[src/gioc_defs.svh]
// Offsets, field positions, reset values and codes of the I/O cell.
`ifndef GIOC_DEFS_SVH
`define GIOC_DEFS_SVH

// ===========================================================
// Register map
`define GIOC_CTRL_OFFSET 4'h0
`define GIOC_STATUS_OFFSET 4'h4
`define GIOC_AW 4

// ===========================================================
// Control register fields
`define GIOC_CTRL_W 13
`define GIOC_CTRL_RESET 13'h0000
`define GIOC_MODE_LSB 0
`define GIOC_MODE_MSB 2
`define GIOC_IN_REG 3
`define GIOC_IN_FALL 4
`define GIOC_OUT_REG 5
`define GIOC_OUT_FALL 6
`define GIOC_OE_FALL 7
`define GIOC_OUT_INV 8
`define GIOC_DDR 9
`define GIOC_ALT 10
`define GIOC_PULL_DOWN 11
`define GIOC_DIFF 12

// ===========================================================
// Mode codes
`define GIOC_MODE_UNUSED 3'h0
`define GIOC_MODE_INPUT 3'h1
`define GIOC_MODE_OUTPUT 3'h2
`define GIOC_MODE_BIDIR 3'h3
`define GIOC_MODE_CLKOUT 3'h4

// ===========================================================
// Bus answers
`define GIOC_RESP_OKAY 2'h0
`define GIOC_RESP_SLVERR 2'h2

`endif

[src/gioc_pkg.sv]
// Types shared by the I/O cell modules.
package gioc_pkg;

    // ===========================================================
    // Pin modes
    typedef enum {
        mode_unused,
        mode_input,
        mode_output,
        mode_bidir,
        mode_clkout
    } gioc_mode_type;

endpackage : gioc_pkg

[src/gioc_edge_reg.sv]
// Register that loads on a selectable edge pulse of a sampled clock.
`timescale 1ns/1ps

module gioc_edge_reg #(
    parameter int WIDTH = 1
) (
    input wire logic aclk,
    input wire logic aresetn,
    input wire logic rise_pulse,
    input wire logic fall_pulse,
    input wire logic use_fall,
    input wire logic [WIDTH-1:0] d,
    output logic [WIDTH-1:0] q
);

    logic [WIDTH-1:0] next_q;

    // ===========================================================
    // Parameter check
    initial begin
        if (WIDTH < 1) begin
            $error("Edge register width must be at least one.");
        end
    end

    // ===========================================================
    // Load on the chosen edge
    always_comb begin
        next_q = q;
        if (use_fall ? fall_pulse : rise_pulse) begin
            next_q = d;
        end
    end

    always_ff @(posedge aclk) begin
        if (!aresetn) begin
            q <= '0;
        end else begin
            q <= next_q;
        end
    end

endmodule : gioc_edge_reg

[src/gioc_cell.sv]
// General-purpose I/O logic cell with an AXI4-Lite control port.
`timescale 1ns/1ps
`include "gioc_defs.svh"

// Contract
// - Input mode enables only the receive path, optionally registered on a chosen capture edge.
// - The alternate input follows the pad with no capture register in its path.
// - Double-rate input samples the pad on both capture clock edges into two streams.
// - Output mode enables only the transmit path, optionally registered on a chosen launch edge.
// - In output and bidirectional modes the transmitted value can be inverted.
// - Double-rate output captures two bits on both launch edges and muxes them onto the pad.
// - Bidirectional mode runs the receive, transmit and enable paths but not the alternate input, input on capture edges, output and enable on launch edges.
// - In bidirectional mode receive and transmit registering are chosen independently.
// - Clock output mode drives the pad from the global clock line, not core data.
// - The alternate input feeds another block directly, bypassing the core interface.
// - The output-enable register decides whether the pad driver is on when GIOC_OUT_REG is set; otherwise core_oe decides it directly.
// - Input registers capture the pad before the core; output registers hold core data.
// - During configuration pins get a weak pull-up, differential pins float.
// - Unused pins in user mode float with a pull-up, or a pull-down if chosen; differential pins get no pull-down.
// - Double-rate input puts the rising sample on bit 0 and the falling on bit 1.
module gioc_cell #(
    parameter int ADDR_WIDTH = 4
) (
    input wire logic aclk,
    input wire logic aresetn,
    input wire logic [ADDR_WIDTH-1:0] s_axi_awaddr,
    input wire logic s_axi_awvalid,
    output logic s_axi_awready,
    input wire logic [31:0] s_axi_wdata,
    input wire logic [3:0] s_axi_wstrb,
    input wire logic s_axi_wvalid,
    output logic s_axi_wready,
    output logic [1:0] s_axi_bresp,
    output logic s_axi_bvalid,
    input wire logic s_axi_bready,
    input wire logic [ADDR_WIDTH-1:0] s_axi_araddr,
    input wire logic s_axi_arvalid,
    output logic s_axi_arready,
    output logic [31:0] s_axi_rdata,
    output logic [1:0] s_axi_rresp,
    output logic s_axi_rvalid,
    input wire logic s_axi_rready,
    input wire logic config_active,
    input wire logic [1:0] core_out,
    input wire logic core_oe,
    input wire logic capture_clock,
    input wire logic launch_clock,
    input wire logic global_clock_line,
    input wire logic pad_in,
    output logic [1:0] core_in,
    output logic alternate_input,
    output logic pad_out,
    output logic pad_oe,
    output logic pad_pull_up,
    output logic pad_pull_down
);

    // ===========================================================
    // Declarations
    logic aw_held, next_aw_held, w_held, next_w_held;
    logic [`GIOC_AW-1:0] aw_addr, next_aw_addr;
    logic [31:0] w_data, next_w_data;
    logic [3:0] w_strb, next_w_strb;
    logic [`GIOC_CTRL_W-1:0] ctrl, next_ctrl;
    logic next_awready, next_wready, next_arready;
    logic next_bvalid, next_rvalid;
    logic [1:0] next_bresp, next_rresp;
    logic [31:0] next_rdata, merged, status;
    logic [3:0] sync1, sync2, next_sync1;
    logic cap_prev, lau_prev, pad_s2, cap_s2, lau_s2, glob_s2;
    logic cap_rise, cap_fall, lau_rise, lau_fall;
    logic in_q, in_rise_q, in_fall_q, out_q, oe_q, dout_rise_q, dout_fall_q;
    logic ddr_on, tx_val, oe_val;
    logic [1:0] rx_val, next_core_in;
    logic next_alt, next_pad_out, next_pad_oe, next_pull_up, next_pull_down;
    gioc_pkg::gioc_mode_type mode;

    // ===========================================================
    // Functions
    function automatic gioc_pkg::gioc_mode_type decode_mode(
        input logic [2:0] code
    );
        case (code)
            `GIOC_MODE_INPUT: decode_mode = gioc_pkg::mode_input;
            `GIOC_MODE_OUTPUT: decode_mode = gioc_pkg::mode_output;
            `GIOC_MODE_BIDIR: decode_mode = gioc_pkg::mode_bidir;
            `GIOC_MODE_CLKOUT: decode_mode = gioc_pkg::mode_clkout;
            default: decode_mode = gioc_pkg::mode_unused;
        endcase
    endfunction : decode_mode

    function automatic logic [31:0] merge_bytes(
        input logic [31:0] old_val,
        input logic [31:0] new_val,
        input logic [3:0] strb
    );
        merge_bytes = old_val;
        for (int i = 0; i < 4; i++) begin
            if (strb[i]) begin
                merge_bytes[i*8 +: 8] = new_val[i*8 +: 8];
            end
        end
    endfunction : merge_bytes

    // ===========================================================
    // Parameter check
    initial begin
        if (ADDR_WIDTH < `GIOC_AW) begin
            $error("Address width too small for the register map.");
        end
    end

    // ===========================================================
    // Register bus
    assign mode = decode_mode(ctrl[`GIOC_MODE_MSB:`GIOC_MODE_LSB]);
    assign merged = merge_bytes({{(32-`GIOC_CTRL_W){1'b0}}, ctrl},
        w_data, w_strb);
    assign status = {26'h0000000, alternate_input, core_in, pad_out,
        pad_oe, pad_s2};

    always_comb begin
        next_aw_held = aw_held;
        next_aw_addr = aw_addr;
        next_w_held = w_held;
        next_w_data = w_data;
        next_w_strb = w_strb;
        next_ctrl = ctrl;
        next_bvalid = s_axi_bvalid;
        next_bresp = s_axi_bresp;
        next_rvalid = s_axi_rvalid;
        next_rdata = s_axi_rdata;
        next_rresp = s_axi_rresp;
        if (s_axi_awvalid && s_axi_awready) begin
            next_aw_held = 1'b1;
            next_aw_addr = s_axi_awaddr[`GIOC_AW-1:0];
        end
        if (s_axi_wvalid && s_axi_wready) begin
            next_w_held = 1'b1;
            next_w_data = s_axi_wdata;
            next_w_strb = s_axi_wstrb;
        end
        if (s_axi_bvalid && s_axi_bready) begin
            next_bvalid = 1'b0;
        end
        if (aw_held && w_held && !s_axi_bvalid) begin
            next_aw_held = 1'b0;
            next_w_held = 1'b0;
            next_bvalid = 1'b1;
            next_bresp = `GIOC_RESP_OKAY;
            case (aw_addr)
                `GIOC_CTRL_OFFSET: begin
                    next_ctrl = merged[`GIOC_CTRL_W-1:0];
                end
                `GIOC_STATUS_OFFSET: begin
                    next_bresp = `GIOC_RESP_OKAY;
                end
                default: begin
                    next_bresp = `GIOC_RESP_SLVERR;
                end
            endcase
        end
        if (s_axi_rvalid && s_axi_rready) begin
            next_rvalid = 1'b0;
        end
        if (s_axi_arvalid && s_axi_arready) begin
            next_rvalid = 1'b1;
            next_rresp = `GIOC_RESP_OKAY;
            case (s_axi_araddr[`GIOC_AW-1:0])
                `GIOC_CTRL_OFFSET: begin
                    next_rdata = {{(32-`GIOC_CTRL_W){1'b0}}, ctrl};
                end
                `GIOC_STATUS_OFFSET: begin
                    next_rdata = status;
                end
                default: begin
                    next_rdata = 32'h00000000;
                    next_rresp = `GIOC_RESP_SLVERR;
                end
            endcase
        end
        next_awready = !next_aw_held && !next_bvalid;
        next_wready = !next_w_held && !next_bvalid;
        next_arready = !next_rvalid;
    end

    always_ff @(posedge aclk) begin
        if (!aresetn) begin
            aw_held <= 1'b0;
            aw_addr <= '0;
            w_held <= 1'b0;
            w_data <= 32'h00000000;
            w_strb <= 4'h0;
            ctrl <= `GIOC_CTRL_RESET;
            s_axi_awready <= 1'b0;
            s_axi_wready <= 1'b0;
            s_axi_arready <= 1'b0;
            s_axi_bvalid <= 1'b0;
            s_axi_bresp <= `GIOC_RESP_OKAY;
            s_axi_rvalid <= 1'b0;
            s_axi_rdata <= 32'h00000000;
            s_axi_rresp <= `GIOC_RESP_OKAY;
        end else begin
            aw_held <= next_aw_held;
            aw_addr <= next_aw_addr;
            w_held <= next_w_held;
            w_data <= next_w_data;
            w_strb <= next_w_strb;
            ctrl <= next_ctrl;
            s_axi_awready <= next_awready;
            s_axi_wready <= next_wready;
            s_axi_arready <= next_arready;
            s_axi_bvalid <= next_bvalid;
            s_axi_bresp <= next_bresp;
            s_axi_rvalid <= next_rvalid;
            s_axi_rdata <= next_rdata;
            s_axi_rresp <= next_rresp;
        end
    end

    // ===========================================================
    // Pin sampling and edge pulses
    // The cell clocks come in as levels; sampling them limits their rate
    // to well below the bus clock, traded for a single clock domain.
    always_comb begin
        next_sync1 = {global_clock_line, launch_clock, capture_clock, pad_in};
    end

    always_ff @(posedge aclk) begin
        if (!aresetn) begin
            sync1 <= 4'h0;
            sync2 <= 4'h0;
            cap_prev <= 1'b0;
            lau_prev <= 1'b0;
        end else begin
            sync1 <= next_sync1;
            sync2 <= sync1;
            cap_prev <= cap_s2;
            lau_prev <= lau_s2;
        end
    end

    assign {glob_s2, lau_s2, cap_s2, pad_s2} = sync2;
    assign cap_rise = cap_s2 && !cap_prev;
    assign cap_fall = !cap_s2 && cap_prev;
    assign lau_rise = lau_s2 && !lau_prev;
    assign lau_fall = !lau_s2 && lau_prev;
    // Differential pins used single-ended have no double-rate registers.
    assign ddr_on = ctrl[`GIOC_DDR] && !ctrl[`GIOC_DIFF];

    // ===========================================================
    // Cell registers
    // Pad captured before the core.
    gioc_edge_reg #(.WIDTH(1)) u_in_reg (.aclk(aclk), .aresetn(aresetn),
        .rise_pulse(cap_rise), .fall_pulse(cap_fall),
        .use_fall(ctrl[`GIOC_IN_FALL]), .d(pad_s2), .q(in_q));
    gioc_edge_reg #(.WIDTH(1)) u_in_rise (.aclk(aclk), .aresetn(aresetn),
        .rise_pulse(cap_rise), .fall_pulse(cap_fall), .use_fall(1'b0),
        .d(pad_s2), .q(in_rise_q));
    gioc_edge_reg #(.WIDTH(1)) u_in_fall (.aclk(aclk), .aresetn(aresetn),
        .rise_pulse(cap_rise), .fall_pulse(cap_fall), .use_fall(1'b1),
        .d(pad_s2), .q(in_fall_q));
    // Output and enable registers on launch edges.
    gioc_edge_reg #(.WIDTH(1)) u_out_reg (.aclk(aclk), .aresetn(aresetn),
        .rise_pulse(lau_rise), .fall_pulse(lau_fall),
        .use_fall(ctrl[`GIOC_OUT_FALL]), .d(core_out[0]), .q(out_q));
    gioc_edge_reg #(.WIDTH(1)) u_oe_reg (.aclk(aclk), .aresetn(aresetn),
        .rise_pulse(lau_rise), .fall_pulse(lau_fall),
        .use_fall(ctrl[`GIOC_OE_FALL]), .d(core_oe), .q(oe_q));
    // Launch data caught on both edges.
    gioc_edge_reg #(.WIDTH(1)) u_out_rise (.aclk(aclk), .aresetn(aresetn),
        .rise_pulse(lau_rise), .fall_pulse(lau_fall), .use_fall(1'b0),
        .d(core_out[0]), .q(dout_rise_q));
    gioc_edge_reg #(.WIDTH(1)) u_out_fall (.aclk(aclk), .aresetn(aresetn),
        .rise_pulse(lau_rise), .fall_pulse(lau_fall), .use_fall(1'b1),
        .d(core_out[1]), .q(dout_fall_q));

    // ===========================================================
    // Pad and core paths
    always_comb begin
        rx_val = {1'b0, ctrl[`GIOC_IN_REG] ? in_q : pad_s2};
        if (ddr_on) begin
            rx_val = {in_fall_q, in_rise_q};
        end
        // Transmit registering chosen apart from receive.
        tx_val = ctrl[`GIOC_OUT_REG] ? out_q : core_out[0];
        if (ddr_on) begin
            // Launch level selects the half-period bit.
            tx_val = lau_s2 ? dout_rise_q : dout_fall_q;
        end
        tx_val = tx_val ^ ctrl[`GIOC_OUT_INV];
        oe_val = ctrl[`GIOC_OUT_REG] ? oe_q : core_oe;
        next_core_in = 2'h0;
        next_alt = 1'b0;
        next_pad_out = 1'b0;
        next_pad_oe = 1'b0;
        next_pull_up = 1'b0;
        next_pull_down = 1'b0;
        if (config_active) begin
            next_pull_up = !ctrl[`GIOC_DIFF];
        end else begin
            case (mode)
                gioc_pkg::mode_input: begin
                    next_core_in = rx_val;
                    // Alternate feed bypasses the core path.
                    next_alt = ctrl[`GIOC_ALT] && pad_s2;
                end
                gioc_pkg::mode_output: begin
                    next_pad_oe = oe_val;
                    next_pad_out = tx_val && oe_val;
                end
                gioc_pkg::mode_bidir: begin
                    next_core_in = rx_val;
                    next_pad_oe = oe_val;
                    // Disabled driver leaves the pad low internally.
                    next_pad_out = tx_val && oe_val;
                end
                gioc_pkg::mode_clkout: begin
                    next_pad_oe = 1'b1;
                    next_pad_out = glob_s2;
                end
                default: begin
                    // Unused pins float with the chosen pull; differential pins get no pull-down.
                    next_pull_up = !ctrl[`GIOC_PULL_DOWN];
                    next_pull_down = ctrl[`GIOC_PULL_DOWN]
                        && !ctrl[`GIOC_DIFF];
                end
            endcase
        end
    end

    always_ff @(posedge aclk) begin
        if (!aresetn) begin
            core_in <= 2'h0;
            alternate_input <= 1'b0;
            pad_out <= 1'b0;
            pad_oe <= 1'b0;
            pad_pull_up <= 1'b0;
            pad_pull_down <= 1'b0;
        end else begin
            core_in <= next_core_in;
            alternate_input <= next_alt;
            pad_out <= next_pad_out;
            pad_oe <= next_pad_oe;
            pad_pull_up <= next_pull_up;
            pad_pull_down <= next_pull_down;
        end
    end

    // ===========================================================
    // Assertions
    a_input_no_drive: assert property (@(posedge aclk) disable iff (!aresetn)
        $past(mode == gioc_pkg::mode_input) |-> !pad_oe)
        else $error("Driver enabled in input mode.");
    a_alt_follows_pad: assert property (@(posedge aclk) disable iff (!aresetn)
        $past(mode == gioc_pkg::mode_input && ctrl[`GIOC_ALT]
        && !config_active) |-> alternate_input == $past(pad_s2))
        else $error("Alternate input does not follow the pad.");
    a_ddr_rise_sample: assert property (@(posedge aclk) disable iff (!aresetn)
        $past(cap_rise) |-> in_rise_q == $past(pad_s2))
        else $error("Rising sample not taken on the capture edge.");
    a_output_no_rx: assert property (@(posedge aclk) disable iff (!aresetn)
        $past(mode == gioc_pkg::mode_output) |-> core_in == 2'h0)
        else $error("Receive path active in output mode.");
    a_out_invert: assert property (@(posedge aclk) disable iff (!aresetn)
        ($past(mode == gioc_pkg::mode_output && !config_active && !ddr_on
        && !ctrl[`GIOC_OUT_REG] && ctrl[`GIOC_OUT_INV]) && pad_oe)
        |-> pad_out == !$past(core_out[0]))
        else $error("Inverted output value wrong.");
    a_ddr_out_mux: assert property (@(posedge aclk) disable iff (!aresetn)
        ($past(mode == gioc_pkg::mode_output && !config_active && ddr_on
        && lau_s2 && !ctrl[`GIOC_OUT_INV]) && pad_oe)
        |-> pad_out == $past(dout_rise_q))
        else $error("Double-rate output mux wrong.");
    a_clkout_path: assert property (@(posedge aclk) disable iff (!aresetn)
        $past(mode == gioc_pkg::mode_clkout && !config_active)
        |-> pad_oe && pad_out == $past(glob_s2))
        else $error("Clock output does not follow the clock line.");
    a_cfg_pull_up: assert property (@(posedge aclk) disable iff (!aresetn)
        $past(config_active && aresetn) |-> !pad_oe && !pad_pull_down
        && pad_pull_up == !$past(ctrl[`GIOC_DIFF]))
        else $error("Configuration pull state wrong.");
    a_unused_pull: assert property (@(posedge aclk) disable iff (!aresetn)
        $past(mode == gioc_pkg::mode_unused && !config_active && aresetn)
        |-> !pad_oe && pad_pull_up == !$past(ctrl[`GIOC_PULL_DOWN]))
        else $error("Unused pin pull state wrong.");
    a_sdr_bit_one: assert property (@(posedge aclk) disable iff (!aresetn)
        $past(mode == gioc_pkg::mode_input && !ddr_on) |-> !core_in[1])
        else $error("Second input bit used outside double rate.");
    a_off_is_low: assert property (@(posedge aclk) disable iff (!aresetn)
        !pad_oe && !$past(mode == gioc_pkg::mode_clkout) |-> !pad_out)
        else $error("Pad data driven with the driver off.");

endmodule : gioc_cell

[config.mk]
export PLATFORM = sky130hd
export DESIGN_NAME = gioc_cell
export DESIGN_NICKNAME = d
export VERILOG_FILES = /design/src/gioc_pkg.sv /design/src/gioc_edge_reg.sv /design/src/gioc_cell.sv
export VERILOG_INCLUDE_DIRS = /design/src /design/src/src
export SDC_FILE = /design/constraint.sdc
export NUM_CORES = 1
export LEC_CHECK = 0
export BUFFER_PORTS_ARGS = -buffer_cell sky130_fd_sc_hd__buf_2
export CAP_MARGIN = 20
export CORE_ASPECT_RATIO = 1.4
export CORE_UTILIZATION = 50
export CTS_CLUSTER_DIAMETER = 150
export DETAILED_ROUTE_END_ITERATION = 8
export PLACE_DENSITY = 0.78
export RECOVER_POWER = 50
export SLEW_MARGIN = 10
export SYNTH_ARGS = -nofsm -noshare
export SYNTH_HDL_FRONTEND = slang
export SYNTH_SLANG_ARGS = --single-unit
[constraint.sdc]
create_clock -name aclk -period 1.3 [get_ports aclk]
set_input_delay 0 -clock aclk [delete_from_list [all_inputs] [get_ports aclk]]
set_output_delay 0 -clock aclk [all_outputs]
set_load 0.005 [all_outputs]
==> impl_metrics.py <==
metrics = {
    "drt": {
        "drc": 0,
        "wl_per_cell_um": 12.4,
        "first_pass_iters": 4,
        "drtAntennaViolNets": 0,
        "vias_per_cell": 4.96,
        "routed_wl_um": 6410,
        "vias": 2558,
        "drtIter0Drc": 60,
    },
    "logic_synthesis": {
        "synthArstFlopShare": 0,
        "ys_ff_latch": 78,
        "syn_area_per_cell_um2": 9.33,
        "synth-main-ff-cell": "dfxtp_1",
        "yosys.area.top_type": "dfxtp_1",
        "synth_edf_count": 0,
        "yosys.cell_count.top_type": "dfxtp_1",
        "yosysWarnings": 0,
        "netlist-cell-type-count": 37,
        "ys_top_cells_by_area": "dfxtp_1, nand2_1, mux2i_1",
        "synth_cells": 340,
        "synth_area_um2": 3170,
        "synthTopCellsByCount": "dfxtp_1, nand2_1, nor2b_1, a21boi_0, buf_4",
        "synth.top_cell.area_share": 0.492,
        "yosysSeqAreaShare": 0.492,
    },
    "placed_design": {
        "io_buffers": 64,
        "place_area_um2": 3450,
        "pre_cts_slack_ns": 0.0105,
        "hpwl_um": 4190,
        "place_congestion": 0.837,
    },
    "cts": {
        "clock_sinks": 78,
        "clock-root-buffer": "clkbuf_8",
        "clockBufferDepth": 2,
        "htreeDepth": 3,
        "path_clk_slew_ns": 0.08,
        "clk_latency_ns": 0.35,
        "numCtsBuffers": 9,
        "cts_tree": "done",
    },
    "global_routing": {
        "antenna_found_initial": 0,
        "grt_pass1_wl_um": 10400,
        "grt_start_max_net_pins": 51,
        "grt-ovfl-total": 0,
        "grt_pass1_vias": 2356,
        "use_met3": 0.0597,
        "grt_use_met1": 0.222,
        "busiest_layer": "met2",
        "grtUsageTotal": 0.199,
        "use_met2": 0.341,
    },
    "worst_setup_path": {
        "cp.buffers_inverters": 1,
        "startpoint_type": "flip-flop",
        "required_ns": 1.58,
        "critical_path.top_delay_family": "simple AND/OR/NAND/NOR gates",
        "cp_slowest_cell": "dfxtp_2",
        "end_kind": "flip-flop",
        "crit_chain": "and3b_2, and4b_2, buf_12, nand3_1, o21ai_1",
        "cp.arrival_ns": 1.57,
        "cpPeakStageDelay_ns": 0.33,
        "cp_max_fo": 8,
        "worstSetupPathType": "flip-flop to flip-flop",
    },
    "final_layout": {
        "num-nets-final": 498,
        "synthToLayoutAreaGrowth_pct": 27.1,
        "final_area_um2": 4030,
        "nFillCells": 505,
        "n_antenna_cell": 0,
        "fin_util": 0.654,
        "drive_gt1_frac": 0.216,
        "multi_input_area_um2": 1430,
        "regArea_um2": 1570,
    },
    "floorplan": {
        "die_h_um": 96.2,
        "die_w_um": 69.3,
        "start_util": 0.514,
        "core_um2": 6170,
        "pin_count": 107,
        "die_area_um2": 6670,
        "rows": 34,
    },
    "timing": {
        "period_minus_slack_ns": 1.29,
        "worst_slack_ns": 0.0107,
        "hold_ws_ns": 0.0143,
        "drv_slew": 0,
        "fmaxAchievable_mhz": 776,
        "post-route-period-util": 0.992,
        "setup_viol": 0,
        "rsz0062_at_grt": "yes",
        "clock_skew_ns": 0.00613,
        "hold_viol": 0,
    },
    "power": {
        "finalPower_mw": 4.70,
        "p_leak_nw": 1.64,
        "ir_drop_mv": 0.789,
        "power_density_nw_per_um2": 1160,
    },
    "outcome": {
        "run_status": "finished, final reports clean",
    },
    "worst_hold_path": {
        "hold_class": "input pin to flip-flop",
    },
    "flow_run": {
        "maxCapViolations": 0,
    },
}
==> sequential cells by signal, summed over array words and instances, names as in the netlist, 2 cells and up <==
name / count
ctrl: 13
w_strb: 2
aw_addr: 4
core_in: 2
sync2: 4
s_axi_rdata: 13
sync1: 4
w_data: 13
==> logic make-up after synthesis <==
group / Yosys count / share of synthesized area
DFF: 78 / 0.492
AOI/OAI and AO/OA: 54 / 0.111
muxes: 21 / 0.0667
other: 1 / 0.00118
buffers and inverters: 40 / 0.0880
xor gates and xnor gates: 1 / 0.00276
and+or+nand+nor: 145 / 0.238
==> tightest hold or removal path, stage by stage <==
cell and delay, ns:
buf_2 0.11, nor3_1 0.05, o21a_1 0.16
==> metal layers <==
| layer | share of wire | vias to the layer above |
|---|---|---|
| met2 | 0.50 | 77 |
| met1 | 0.43 | 1157 |
| met4 | 0.025 | 0 |
| met3 | 0.043 | 16 |
| met5 | 0 | - |
| li1 | - | 1308 |
==> placed cells by master (no fill, tap or decap), types with 2 or more instances in the layout <==
cell type      count
nand2_1           54
dfxtp_2            4
nor3_1             9
conb_1            21
and3_1             3
clkbuf_1          10
nor2b_1           24
dlygate4sd3_1     31
nand3b_1           2
nand4_1            2
dfxtp_1           74
a21oi_1            9
clkinvlp_4         2
buf_4             10
buf_2             55
nor3_4             2
clkbuf_8          10
nand3_1           16
a22oi_1            7
and2_1            11
mux2i_1           20
o21ai_0            8
nor2_1             8
o21ai_1            4
a21boi_0          21
nand2b_1           5
==> repair_timing <==
action / 4_1_cts / 5_1_grt
endpoints found under the hold margin: 33 / 0
pin swaps: 1 / 2
cloned: 0 / 1
endpoints found under the setup margin: 1 / 9
setup buffers: 1 / 2
hold buffers: 31 / 0
gates resized for setup: 0 / 16
==> power breakdown <==
part | switching [mW] | internal (mW) | total, mW
combinational | 0.183 | 0.207 | 0.390
clock | 0.867 | 0.939 | 1.81
sequential | 0.0429 | 2.46 | 2.50
total | 1.09 | 3.60 | 4.70
==> layout make-up <==
| class | count | share of cell area |
|---|---|---|
| inverter | 1 | 0.000931 |
| tap | 72 | 0.0223 |
| clock inverter | 5 | 0.0146 |
| multi-input combinational | 242 | 0.355 |
| timing repair buffer | 107 | 0.183 |
| clock buffer | 11 | 0.0351 |
| sequential | 78 | 0.389 |
==> per-stage QoR <==
| stage | setup TNS [ns] | instances |
|---|---|---|
| 6_report | 0 | 516 |
| 5_1_grt | -0.171 | 516 |
| 4_1_cts | 0 | 513 |
| 3_5_place_dp | 0 | 465 |
| 3_3_place_gp | 0 | 465 |
| 2_1_floorplan | 0 | 360 |
==> final timing paths <==
check / startpoint / endpoint / slack [ns] / cells after the start
setup / recovery: s_axi_bvalid$_SDFF_PN0_ / ctrl[0]$_SDFFE_PN0P_ / 0.01 / 5
hold / removal: config_active / pad_pull_up$_SDFF_PN0_ / 0.01 / 3
setup reg to reg: s_axi_bvalid$_SDFF_PN0_ / ctrl[0]$_SDFFE_PN0P_ / 0.01 / 5
hold reg to reg: sync1[1]$_SDFF_PN0_ / sync2[1]$_SDFF_PN0_ / 0.43 / 1
No activity file was read; power rests on OpenSTA's default activity.
